$ cat src/hpp_pkg.sv
package hpp_pkg;
    // counter, event, adjust, duty and control widths
    localparam int CNT_W = 14;
    localparam int FINE_W = 4;
    localparam int EVT_W = 18;
    localparam int POS_W = 19;
    localparam int ADJ_W = 16;
    localparam int DUTY_W = 24;
    localparam int DUTY_FRAC = 23;
    localparam int CTRL_W = 12;
    // fine placement: sixteen clock phases, 250 ps each at the nominal fast clock
    localparam int FINE_PHASES = 16;
    localparam int FINE_STEP_PS = 250;
    localparam int ADJ_RANGE_STEPS = 32768;
    localparam int SAMPLE_SHIFT = 2;
    // register indices on the plain register port
    localparam logic [3:0] A_CTRL = 4'h0;
    localparam logic [3:0] A_PERIOD = 4'h1;
    localparam logic [3:0] A_EV1 = 4'h2;
    localparam logic [3:0] A_EV2 = 4'h3;
    localparam logic [3:0] A_EV3 = 4'h4;
    localparam logic [3:0] A_EV4 = 4'h5;
    localparam logic [3:0] A_ADJ_A = 4'h6;
    localparam logic [3:0] A_ADJ_B = 4'h7;
    localparam logic [3:0] A_SAMP1 = 4'h8;
    localparam logic [3:0] A_SAMP2 = 4'h9;
    localparam logic [3:0] A_PHASE = 4'ha;
    localparam logic [3:0] A_SYNC = 4'hb;
    localparam logic [3:0] A_BLANK_A = 4'hc;
    localparam logic [3:0] A_BLANK_B = 4'hd;
    localparam logic [3:0] A_DEAD = 4'he;
    localparam logic [3:0] A_STATUS = 4'hf;
    // field positions inside the blanking words
    localparam int BLK_END_LSB = 16;
    // reset values
    localparam logic [13:0] PERIOD_RST = 14'h00ff;
    localparam logic [7:0] DEAD_RST = 8'h04;
    localparam logic [13:0] EVT_OFF = 14'h3fff;

    typedef logic [3:0] hpp_addr_t;

    typedef struct packed {
        logic sync_en;
        logic [1:0] oversample;
        logic pol_b_low;
        logic pol_a_low;
        logic phase_clocks_enable;
        logic [2:0] fine_step_scale;
        logic fine_multi_output_enable;
        logic open_loop;
        logic run;
    } hpp_ctrl_t;

    typedef struct packed {
        hpp_ctrl_t ctrl;
        logic [13:0] period_limit;
        logic [13:0] ev1;
        logic [17:0] ev2;
        logic [17:0] ev3;
        logic [17:0] ev4;
        logic [15:0] adj_a;
        logic [15:0] adj_b;
        logic [13:0] samp1;
        logic [13:0] samp2;
        logic [13:0] phase;
        logic [13:0] sync_thr;
        logic [13:0] blka_beg;
        logic [13:0] blka_end;
        logic [13:0] blkb_beg;
        logic [13:0] blkb_end;
        logic [7:0] dead;
    } hpp_cfg_t;
endpackage : hpp_pkg

$ cat src/hpp_pwm.sv
// The implementer's own choices: the register addresses and the strobed register port.
module hpp_pwm (
    input wire logic clk_sys,
    input wire logic sys_rst,
    input wire hpp_pkg::hpp_addr_t reg_addr,
    input wire logic [31:0] reg_wdata,
    input wire logic reg_wr,
    input wire logic reg_rd,
    output logic [31:0] reg_rdata,
    input wire logic [hpp_pkg::DUTY_W-1:0] duty_in,
    input wire logic duty_valid,
    input wire logic sync_in,
    input wire logic fault_in,
    output logic sync_out,
    output logic phase_trig,
    output logic adc_trig,
    output logic period_evt,
    output logic pwm_a,
    output logic pwm_b,
    output logic [hpp_pkg::FINE_W-1:0] fine_a,
    output logic [hpp_pkg::FINE_W-1:0] fine_b,
    output logic blank_a,
    output logic blank_b,
    output logic fault_out
);
    import hpp_pkg::*;

    typedef struct packed {
        hpp_cfg_t sh;
        hpp_cfg_t ac;
        logic [22:0] duty_sh;
        logic [22:0] duty_ac;
        logic [13:0] cnt;
        logic [13:0] seg;
        logic [31:0] rdata;
        logic sync_out;
        logic phase_trig;
        logic adc_trig;
        logic period_evt;
        logic blank_a;
        logic blank_b;
        logic fault_out;
    } hpp_state_t;

    hpp_state_t q, d;

    logic on_a, on_b;
    logic [18:0] a_rise, a_fall, b_rise, b_fall;
    logic [18:0] duty_fine;
    logic [37:0] duty_prod;
    logic [14:0] seg_len;
    logic wrap, sync_hit, samp_hit1, samp_hit2;

    // adjust, clamp and trim a fine position to the selected step size
    function automatic logic [18:0] place(input logic [19:0] base,
                                          input logic [15:0] adj,
                                          input hpp_ctrl_t c);
        logic signed [21:0] s;
        logic [18:0] r;
        s = $signed({2'b00, base}) + $signed({{6{adj[15]}}, adj});
        if (s < 22'sd0) begin
            r = '0;
        end else if (s > 22'sh7ffff) begin
            r = 19'h7ffff;
        end else begin
            r = s[18:0];
        end
        // off or phase clocks stopped: whole 4 ns steps only
        if (!c.fine_multi_output_enable || !c.phase_clocks_enable) begin
            r[3:0] = 4'h0;
        end else begin
            r[3:0] = r[3:0] & (4'hf << c.fine_step_scale);
        end
        place = r;
    endfunction : place

    function automatic logic inside_win(input logic [13:0] c, input logic [13:0] b,
                                        input logic [13:0] e);
        inside_win = (c >= b) && (c < e);
    endfunction : inside_win

    function automatic logic [31:0] rd_mux(input hpp_cfg_t s, input hpp_addr_t a,
                                           input logic [13:0] c, input logic pa,
                                           input logic pb);
        case (a)
            A_CTRL: rd_mux = {20'h0, s.ctrl};
            A_PERIOD: rd_mux = {18'h0, s.period_limit};
            A_EV1: rd_mux = {18'h0, s.ev1};
            A_EV2: rd_mux = {14'h0, s.ev2};
            A_EV3: rd_mux = {14'h0, s.ev3};
            A_EV4: rd_mux = {14'h0, s.ev4};
            A_ADJ_A: rd_mux = {16'h0, s.adj_a};
            A_ADJ_B: rd_mux = {16'h0, s.adj_b};
            A_SAMP1: rd_mux = {18'h0, s.samp1};
            A_SAMP2: rd_mux = {18'h0, s.samp2};
            A_PHASE: rd_mux = {18'h0, s.phase};
            A_SYNC: rd_mux = {18'h0, s.sync_thr};
            A_BLANK_A: rd_mux = {2'h0, s.blka_end, 2'h0, s.blka_beg};
            A_BLANK_B: rd_mux = {2'h0, s.blkb_end, 2'h0, s.blkb_beg};
            A_DEAD: rd_mux = {24'h0, s.dead};
            A_STATUS: rd_mux = {16'h0, pb, pa, c};
            default: rd_mux = 32'h0;
        endcase
    endfunction : rd_mux

    // negative duty reads as zero; full scale maps to the whole period in fine steps
    always_comb begin
        duty_prod = {15'h0, q.duty_ac} * {23'h0, ({1'b0, q.ac.period_limit} + 15'h1)};
        duty_fine = duty_prod[37:19];
    end

    // edge positions; fine bits are carried only on events two to four
    always_comb begin
        a_rise = {1'b0, q.ac.ev1, 4'h0};
        b_rise = place({2'b00, q.ac.ev3}, 16'h0, q.ac.ctrl);
        if (q.ac.ctrl.open_loop) begin
            a_fall = place({2'b00, q.ac.ev2}, q.ac.adj_a, q.ac.ctrl);
            b_fall = place({2'b00, q.ac.ev4}, q.ac.adj_b, q.ac.ctrl);
        end else begin
            a_fall = place({2'b00, q.ac.ev1, 4'h0} + {1'b0, duty_fine},
                           q.ac.adj_a, q.ac.ctrl);
            b_fall = place({2'b00, q.ac.ev3} + {1'b0, duty_fine},
                           q.ac.adj_b, q.ac.ctrl);
        end
    end

    // oversampling splits the period into 1, 2, 4 or 8 equal segments
    always_comb begin
        seg_len = ({1'b0, q.ac.period_limit} + 15'h1) >> q.ac.ctrl.oversample;
        if (seg_len == 15'h0) begin
            seg_len = 15'h1;
        end
    end

    assign wrap = q.ac.ctrl.run && (q.cnt == q.ac.period_limit);
    assign sync_hit = q.ac.ctrl.sync_en && sync_in;
    // stored value is a quarter count because it was sized for the slow compare clock
    assign samp_hit1 = q.ac.ctrl.run &&
                       ({2'b00, q.seg} == {q.ac.samp1, 2'b00});
    assign samp_hit2 = q.ac.ctrl.run &&
                       ({2'b00, q.cnt} == {q.ac.samp2, 2'b00});

    always_comb begin
        d = q;
        // register port writes land in the shadow set only, apart from the run bit
        if (reg_wr) begin
            case (reg_addr)
                A_CTRL: d.sh.ctrl = reg_wdata[CTRL_W-1:0];
                A_PERIOD: d.sh.period_limit = reg_wdata[13:0];
                A_EV1: d.sh.ev1 = reg_wdata[13:0];
                A_EV2: d.sh.ev2 = reg_wdata[17:0];
                A_EV3: d.sh.ev3 = reg_wdata[17:0];
                A_EV4: d.sh.ev4 = reg_wdata[17:0];
                A_ADJ_A: d.sh.adj_a = reg_wdata[15:0];
                A_ADJ_B: d.sh.adj_b = reg_wdata[15:0];
                A_SAMP1: d.sh.samp1 = reg_wdata[13:0];
                A_SAMP2: d.sh.samp2 = reg_wdata[13:0];
                A_PHASE: d.sh.phase = reg_wdata[13:0];
                A_SYNC: d.sh.sync_thr = reg_wdata[13:0];
                A_BLANK_A: begin
                    d.sh.blka_beg = reg_wdata[13:0];
                    d.sh.blka_end = reg_wdata[BLK_END_LSB +: 14];
                end
                A_BLANK_B: begin
                    d.sh.blkb_beg = reg_wdata[13:0];
                    d.sh.blkb_end = reg_wdata[BLK_END_LSB +: 14];
                end
                A_DEAD: d.sh.dead = reg_wdata[7:0];
                default: d.sh = d.sh;
            endcase
        end
        if (reg_rd) begin
            d.rdata = rd_mux(q.sh, reg_addr, q.cnt, pwm_a, pwm_b);
        end
        if (duty_valid) begin
            d.duty_sh = duty_in[23] ? 23'h0 : duty_in[22:0];
        end
        // run control acts at once so a stopped channel can be started
        d.ac.ctrl.run = d.sh.ctrl.run;
        // counter and segment counter
        if (!q.ac.ctrl.run || sync_hit) begin
            d.cnt = 14'h0;
            d.seg = 14'h0;
        end else if (wrap) begin
            d.cnt = 14'h0;
            d.seg = 14'h0;
        end else begin
            d.cnt = q.cnt + 14'h1;
            if ({1'b0, q.seg} == seg_len - 15'h1) begin
                d.seg = 14'h0;
            end else begin
                d.seg = q.seg + 14'h1;
            end
        end
        // compares never see a half-written set; stopped channel follows at once
        if (wrap || !q.ac.ctrl.run) begin
            d.ac = d.sh;
            d.duty_ac = q.ac.ctrl.open_loop ? q.duty_ac : q.duty_sh;
        end
        d.period_evt = wrap;
        d.sync_out = q.ac.ctrl.run && (q.cnt == q.ac.sync_thr);
        d.phase_trig = q.ac.ctrl.run && (q.cnt == q.ac.phase);
        d.adc_trig = samp_hit1 || samp_hit2;
        d.blank_a = inside_win(q.cnt, q.ac.blka_beg, q.ac.blka_end);
        d.blank_b = inside_win(q.cnt, q.ac.blkb_beg, q.ac.blkb_end);
        d.fault_out = fault_in && !q.blank_a && !q.blank_b;
    end

    always_ff @(posedge clk_sys) begin
        if (sys_rst) begin
            q <= '0;
            q.sh.period_limit <= PERIOD_RST;
            q.ac.period_limit <= PERIOD_RST;
            q.sh.dead <= DEAD_RST;
            q.ac.dead <= DEAD_RST;
            q.sh.ev2 <= {EVT_OFF, 4'h0};
            q.ac.ev2 <= {EVT_OFF, 4'h0};
            q.sh.ev4 <= {EVT_OFF, 4'h0};
            q.ac.ev4 <= {EVT_OFF, 4'h0};
        end else begin
            q <= d;
        end
    end

    // the fine code drives the external sixteen-phase selector at each edge
    hpp_edge u_edge_a (
        .clk_sys(clk_sys),
        .sys_rst(sys_rst),
        .cnt(q.cnt),
        .period_limit(q.ac.period_limit),
        .rise_at(a_rise),
        .fall_at(a_fall),
        .pol_low(q.ac.ctrl.pol_a_low),
        .dead(q.ac.dead),
        .other_on(on_b),
        .on(on_a),
        .pin(pwm_a),
        .fine(fine_a)
    );

    hpp_edge u_edge_b (
        .clk_sys(clk_sys),
        .sys_rst(sys_rst),
        .cnt(q.cnt),
        .period_limit(q.ac.period_limit),
        .rise_at(b_rise),
        .fall_at(b_fall),
        .pol_low(q.ac.ctrl.pol_b_low),
        .dead(q.ac.dead),
        .other_on(on_a),
        .on(on_b),
        .pin(pwm_b),
        .fine(fine_b)
    );

    assign reg_rdata = q.rdata;
    assign sync_out = q.sync_out;
    assign phase_trig = q.phase_trig;
    assign adc_trig = q.adc_trig;
    assign period_evt = q.period_evt;
    assign blank_a = q.blank_a;
    assign blank_b = q.blank_b;
    assign fault_out = q.fault_out;
endmodule : hpp_pwm

$ cat src/hpp_edge.sv
module hpp_edge (
    input wire logic clk_sys,
    input wire logic sys_rst,
    input wire logic [hpp_pkg::CNT_W-1:0] cnt,
    input wire logic [hpp_pkg::CNT_W-1:0] period_limit,
    input wire logic [hpp_pkg::POS_W-1:0] rise_at,
    input wire logic [hpp_pkg::POS_W-1:0] fall_at,
    input wire logic pol_low,
    input wire logic [7:0] dead,
    input wire logic other_on,
    output logic on,
    output logic pin,
    output logic [hpp_pkg::FINE_W-1:0] fine
);
    import hpp_pkg::*;

    typedef struct packed {
        logic raw;
        logic [7:0] gap;
        logic on;
        logic pin;
        logic [3:0] fine;
    } hpp_edge_t;

    hpp_edge_t q, d;

    // an edge beyond the active period never fires, so the level is kept
    function automatic logic hit(input logic [18:0] v, input logic [13:0] c,
                                 input logic [13:0] p);
        hit = (v[18:4] <= {1'b0, p}) && (v[17:4] == c);
    endfunction : hit

    always_comb begin
        d = q;
        if (hit(rise_at, cnt, period_limit)) begin
            d.raw = 1'b1;
            d.fine = rise_at[3:0];
        end
        if (hit(fall_at, cnt, period_limit)) begin
            d.raw = 1'b0;
            d.fine = fall_at[3:0];
        end
        if (other_on) begin
            d.gap = 8'h00;
        end else if (q.gap != 8'hff) begin
            d.gap = q.gap + 8'h01;
        end
        // both sides may rise together when both gaps are already long: keep events apart
        d.on = d.raw & ~other_on & (q.gap >= dead);
        d.pin = d.on ^ pol_low;
    end

    always_ff @(posedge clk_sys) begin
        if (sys_rst) begin
            q <= '0;
        end else begin
            q <= d;
        end
    end

    assign on = q.on;
    assign pin = q.pin;
    assign fine = q.fine;
endmodule : hpp_edge

$ cat config.mk
export PLATFORM = sky130hd
export DESIGN_NAME = hpp_pwm
export DESIGN_NICKNAME = d
export VERILOG_FILES = /design/src/hpp_pkg.sv /design/src/hpp_pwm.sv /design/src/hpp_edge.sv
export SDC_FILE = /design/constraint.sdc
export NUM_CORES = 2
export LEC_CHECK = 0
export BUFFER_PORTS_ARGS = -buffer_cell sky130_fd_sc_hd__buf_2
export CORE_AREA = 2 2 284 286
export CTS_CLUSTER_SIZE = 25
export DETAILED_ROUTE_END_ITERATION = 8
export DIE_AREA = 0 0 286 288
export PLACE_DENSITY = 0.75
export SYNTH_ARGS = -nofsm -noshare
export SYNTH_HDL_FRONTEND = slang
export SYNTH_SLANG_ARGS = --single-unit
$ cat constraint.sdc
create_clock -name clk_sys -period 16.7 [get_ports clk_sys]
set_input_delay 3.34 -clock clk_sys [delete_from_list [all_inputs] [get_ports clk_sys]]
set_output_delay 3.34 -clock clk_sys [all_outputs]
set_load 0.01 [all_outputs]
After elaboration in Yosys (flattened, before gate mapping):

Index checks and enable logic that the tools add are counted.

* bits in read-only memories: 0
* bits in latches: 0
* register bits after elaboration: 635
* RAM bits: 0
* word-level logic and storage cells: 228
* memories: 0
* output and inout port bits: 49
* input bits: 67

* add/sub/neg operators: 12
* magnitude comparators: 20
* multiplexer cells: 48
* shift-type cells: 2
* bitwise gates (word level): 14
* equal/unequal tests: 27
* divide/modulo/power cells: 0
* reductions and logical operators: 32
* $mul: 1

Operator list (number)
* one-hot mux 32 bit (16 select lines): 1
* 2-to-1 mux 19 bit: 16
* 2-to-1 mux 246 bit: 1
* equality test 14 bit: 7
* 2-to-1 mux 14 bit: 6
* 2-to-1 mux 28 bit: 2
* 2-to-1 mux 18 bit: 3
* <= comparator 15 x 14 -> 1 bit: 3
* adder 21 x 16 -> 22 bit: 2
* > comparator 22 x 20 -> 1 bit, second input constant: 2
* < comparator 22 x 1 -> 1 bit, second input constant: 2
* adder 18 x 19 -> 20 bit: 2
* adder 19 x 16 -> 20 bit: 2
* > comparator 20 bit, second input constant: 2
* < comparator 20 x 1 -> 1 bit, second input constant: 2
* multiplier 23 x 15 -> 38 bit: 1
* 2-to-1 mux 4 bit: 9
* equality test 14 x 16 -> 1 bit: 2
* equality test 4 bit, second input constant: 8
* 2-to-1 mux 16 bit: 2
* adder 14 x 1 -> 14 bit, second input constant: 2
* greater-or-equal comparator 14 bit: 2
* < comparator 14 bit: 2
* 2-to-1 mux 23 bit: 1
* 32 further kinds: 74

Depth between registers and ports, before layout:

* word-level depth: 17
* mapped depth: 67
* gate-level depth less buffers: 64

By module:

A second synthesis with hierarchy kept.

* cells, all modules: 5286
* area, all modules: 44730.4 um2

Modules (own cells, without submodules)
* hpp_pwm: times used 1, cells each 4820, area an instance 40979.3 um2, sequential area each 12051.6 um2
* hpp_edge: times used 2, cells each 233, area an instance 1875.5 um2, sequential area each 300.3 um2

Worst setup path after synthesis:

OpenSTA, ideal clock, no wires.

* path kind: register -> register
* start point: register, netlist name q[333]
* end point: register u_edge_b.q, in the netlist u_edge_b.pin
* arrival: 13.356 ns
* clock period less this slack: 13.480 ns
* required time: 16.577 ns
* buffers on the path: 3
* setup slack: 3.220 ns
* cell stages (with the launch flop): 63
* library setup time: 0.123 ns
* cells stage by stage: dfxtp_1 clkbuf_1 and4_1 nand2_1 nor3_1 xnor2_1 clkbuf_1 nand2_1 fa_1 fa_1 inv_1 fa_1 fa_1 fa_1 inv_1 fa_1 inv_1 ha_1 [... 27 more ...] o21ai_1 a2111o_1 mux2i_2 buf_2 nor3_1 o21ai_1 ha_1 o21a_1 o21a_1 o211ai_1 a21oi_1 o21ai_0 a21o_1 o211ai_1 a2111oi_0 and4_1 a211oi_1 mux2_1

* cells in the longest elaborated chain, start to end: 15
* elaborated cells between the ends (all ways): 20
* classes of those cells: add/sub (3); mul (1); order compare (4); eq/ne (1); mux (6); bitwise (3); reduce/logical (2)

RTL lines
* adder 14 x 1 -> 15 bit: line hpp_pwm.sv:108 `duty_prod = {15'h0, q.duty_ac} * {23'h0, ({1'b0, q.ac.period_limit} + 15'h1)};`
* multiplier 23 x 15 -> 38 bit: line hpp_pwm.sv:108
* adder 18 x 19 -> 20 bit: line hpp_pwm.sv:122 `b_fall = place({2'b00, q.ac.ev3} + {1'b0, duty_fine},`
* adder 21 x 16 -> 22 bit: line hpp_pwm.sv:60 `s = $signed({2'b00, base}) + $signed({{6{adj[15]}}, adj});`
* > comparator 22 x 20 -> 1 bit: line hpp_pwm.sv:63 `end else if (s > 22'sh7ffff) begin`
* 2-to-1 mux 19 bit: line hpp_pwm.sv:63
* 2-to-1 mux 19 bit: line hpp_pwm.sv:61 `if (s < 22'sd0) begin`
* 2-to-1 mux 19 bit (2 in a row): line hpp_pwm.sv:116 `if (q.ac.ctrl.open_loop) begin`
* <= comparator 15 x 14 -> 1 bit / equality test 14 bit (equally long branches): line hpp_edge.sv:30 `hit = (v[18:4] <= {1'b0, p}) && (v[17:4] == c);`
* logical AND 1 bit: line hpp_edge.sv:30
* 2-to-1 mux 1 bit (*): line hpp_edge.sv:39 `if (hit(fall_at, cnt, period_limit)) begin`
* AND 1 bit (*) (2 in a row): line hpp_edge.sv:49 `d.on = d.raw & ~other_on & (q.gap >= dead);`
* XOR 1 bit (*): line hpp_edge.sv:50 `d.pin = d.on ^ pol_low;`
* end signal: assignment: line hpp_edge.sv:55 `q <= '0;`
* end signal: assignment: line hpp_edge.sv:57 `q <= d;`
* end: declaration: line hpp_edge.sv:25 `hpp_edge_t q, d;`

Every way passes the cells marked *; elsewhere a longest branch is shown, timed or not. The select of a mux whose other input is x is not followed.
A chain may end at the register's enable or synchronous reset.

Worst setup path after layout:

* start point: register, netlist name q[335]
* end point: register u_edge_b.q, in the netlist u_edge_b.pin

* cells in the longest elaborated chain, start to end: 15
* elaborated cells between the ends (all ways): 20
* classes of those cells: add/sub (3); mul (1); order compare (4); eq/ne (1); mux (6); bitwise (3); reduce/logical (2)

RTL lines (line)
* adder 14 x 1 -> 15 bit: hpp_pwm.sv:108
* multiplier 23 x 15 -> 38 bit: hpp_pwm.sv:108
* adder 18 x 19 -> 20 bit: hpp_pwm.sv:122
* adder 21 x 16 -> 22 bit: hpp_pwm.sv:60
* > comparator 22 x 20 -> 1 bit: hpp_pwm.sv:63
* 2-to-1 mux 19 bit: hpp_pwm.sv:63
* 2-to-1 mux 19 bit: hpp_pwm.sv:61
* 2-to-1 mux 19 bit (2 in a row): hpp_pwm.sv:116
* <= comparator 15 x 14 -> 1 bit / equality test 14 bit (equally long branches): hpp_edge.sv:30
* logical AND 1 bit: hpp_edge.sv:30
* 2-to-1 mux 1 bit (*): hpp_edge.sv:39
* AND 1 bit (*) (2 in a row): hpp_edge.sv:49
* XOR 1 bit (*): hpp_edge.sv:50

Marked as above.

==> impl_results.md <==
- Status: finished clean
- TritonRoute pass-1 iters: 6
- Overall Power: between 3 and 4 mW
- CTS buffer count: 67
- Fillcell total: roughly 7,000
- FF-to-FF End: u_edge_b.pin
- Grt ovf: 0
- Synth area leader: dfxtp_1
- Asr flop ratio synth: 0%
- Initial core utilization: a little under three fifths
- FF+latch count, synth: around 630
- Highest Clock Rate: about 0.063 GHz
- DP HPWL: approximately 110 mm
- Mapped Cells: around 5,400
- Initial antenna violation count: 5
- Number of global-route vias before repair: 38,050
- Post-Place Cell Area: 46,780 µm²
- Slowest cell on the critical path: a2111oi_0
- First-pass GRT wire length: around 230 mm
- CP max FO: 10
- Core ar.: 79,640 µm²
- GP Congestion: 1.040
- Die Span X: 286 µm
- Post-synthesis cell area: between 40,000 and 50,000 µm²
- Fin nets: around 6,000
- Vias per cell: 6.256
- Initial DRC count: between 4,000 and 5,000
- Post_cts resized: 0
- CTS root buffer: clkbuf_16
- Syn_area_per_cell: 8.473 µm²
- Final hold violations: 0
- Length in cells of the worst reg-to-reg path: between 60 and 70
- Via count: roughly 40,000
- CTS Hold Buffers Added: 0
- Worst-Skew Late Latency: 620 ps
- Clock sink total: ~630
- Crit path DAT: 16,270 ps
- Seq/Total Area, Yosys: between 20 and 30%
- Synth cell types: approximately 100
- Clk_skew: 21.40 ps
- Peak VDD IR: between 0.00009 and 0.0001 V
- Setup TNS: 0 ps
- Final instance area: roughly 50,000 µm²
- Final period utilization: a little over nine tenths
- Drt total wl: about 150 mm
- Synth top area share: between 20% and 30%
- Synth Warn #: 0
- CP max stage delay: about 670 ps
- Port bufs: roughly 110
- Worst Hold Path EP: fault_out
- Pwr dens: approximately 73 nW/µm²
- Max Slew Vio Count: 0
- Top cells by count, synth: 744 x nand2_1, 632 x dfxtp_1, 484 x a21oi_1, 422 x inv_1, 348 x ha_1
- GRT Total Usage: roughly 36%
- CTS tree: done
- Ports: ~120
- Worst Setup Start Kind: flop
- Most frequent cell after synthesis: nand2_1
- Most used cell along the critical path: o21a_1
- # Post-CTS Setup Buffers: 0
- Fin crit period: approximately 16,000 ps
- Routed WL per cell: about 23 µm
- Placed Cells: 6,287
- Die height: between 200 and 300 µm
- Row count: approximately 100
- RSZ-0062 raised after global routing: false
- Finish-stage setup viols: 0
- Post-DRT Antenna Nets: 0
- Max clock buf depth: 3
- Largest net degree at the start of global routing: 202
- Hold WC Path Type: flop to flop
- Max cap viols: 0
- Leakage: 21.69 nW
- Die area: between 80,000 and 90,000 µm²
- Critical Path RT: about 17,000 ps
- Share of cells above drive strength 1: between 7 and 8%
- Worst-path clk slew: around 70 ps
- Max-slew headroom: between 10% and 20%
- CP Capture Type: flop
- Area delta synth->final: 7.520%
- CP Class: flop to flop
- Hold path cells: 1
- Crit Reg-Reg Startpoint: q[335]
- Synth top area cells: dfxtp_1 28%, fa_1 12%, ha_1 9.5%
- H-Tree Depth: 3
- Number of synthesized flops with an enable pin: 0
- Hold Startpoint: blank_a
- Drc violations: 0
- Synth Flop Type: dfxtp_1
- R2R setup slack: 930 ps
- Cell Count, Final, Fillers Out: around 6,400
- Worst-Margin Slew: ~1200 ps
worst max-delay path by stage:
| stage | to | slack [ps] | start |
|---|---|---|---|
| final | u_edge_b.pin | 930 | q[335] |
| after global routing | u_edge_b.pin | 20 | q[333] |
| after CTS | u_edge_b.pin | 1120 | q[333] |
| after detailed placement | u_edge_b.pin | 1180 | q[335] |
| after global placement | u_edge_b.pin | 1390 | q[335] |
| after floorplan | u_edge_b.pin | 3220 | q[333] |
metal layers:
layer | part of all wire (%) | track usage, % | wire, µm
met2 | 43 | 54.65 | 65330
met3 | 9.8 | 6.640 | 14670
met4 | 6.8 | 20.85 | 10180
met1 | 40 | 47.89 | 60160
met5 | 0 | 0 | 0
through the flow:
| stage | hold WS, ps | util, % | setup slack [ps] |
|---|---|---|---|
| after floorplan | 427.3 | - | 3220 |
| after global placement | 416.1 | 58.75 | 1387 |
| after detailed placement | 419.2 | 58.75 | 1176 |
| after CTS | 435.9 | 61.64 | 1118 |
| after global routing | 453.7 | 61.64 | 22.32 |
| final | 434.1 | 61.64 | 930.6 |
worst max-delay path: cells and delay by family, from the launching register on:
| kind | cells | cell delay [ps] |
|---|---|---|
| xor+xnor | 2 | 790 |
| fa+ha+maj | 10 | 4120 |
| simple gates | 13 | 2940 |
| flops | 1 | 560 |
| mux | 2 | 780 |
| buf+inv | 4 | 200 |
| compound gates | 30 | 6210 |
power by group:
part           total (mW)  leakage, nW  switching [mW]  internal [mW]
Sequential           1.57         5.12          0.0352           1.54
Clock                1.57         1.13           0.652          0.914
Combinational       0.434         15.4           0.278          0.156
Total                3.57         21.7           0.965           2.61
cell type report:
type | instances | area (µm²) | share of cell area [%]
inverter | 424 | 1592 | 3.242
tap | 1060 | 1326 | 2.702
multi-input combinational | 3983 | 30060 | 61.23
sequential | 632 | 12650 | 25.78
timing repair buffer | 188 | 1156 | 2.355
clock inverter | 31 | 376.6 | 0.7672
clock buffer | 89 | 1923 | 3.918
antenna | 1 | 2.502 | 0.005098
cell families after synthesis:
group,after synthesis,synth area share [%]
AND/OR/NAND/NOR,1752,18.30
AO/OA/AOI/OAI,1302,19.29
buffers and inverters,774,6.767
flip-flops,632,27.71
adder cells (fa/ha/maj),624,21.64
XOR/XNOR,261,5.067
multiplexers,42,1.214
other,1,0.008214
flip-flops by register name, summed over array words and instances, names as in the netlist, 4 cells and up:
signal	flops
q	551
reg_rdata	30
a_rise	14
u_edge_a.q	9
u_edge_b.q	9
u_edge_a.fine	4
u_edge_b.fine	4
layout by cell type (no fill, tap or decap), types with 27 or more instances in the layout:
cell / instances
nand3_1: 96
clkbuf_16: 70
ha_1: 348
xnor2_1: 148
mux2i_1: 27
a21o_1: 94
fa_1: 276
inv_1: 422
dfxtp_1: 631
buf_4: 76
a211o_1: 37
a22oi_1: 89
o22a_1: 133
buf_2: 110
a211oi_1: 52
a21oi_1: 484
and2_1: 179
nor2_1: 278
nand2b_1: 69
o21ai_0: 92
nor3_1: 51
and3_1: 59
nand2_1: 743
a22o_1: 42
o21a_1: 37
nor2b_1: 76
xor2_1: 101
nand4_1: 78
(Power assumes the default switching activity.)
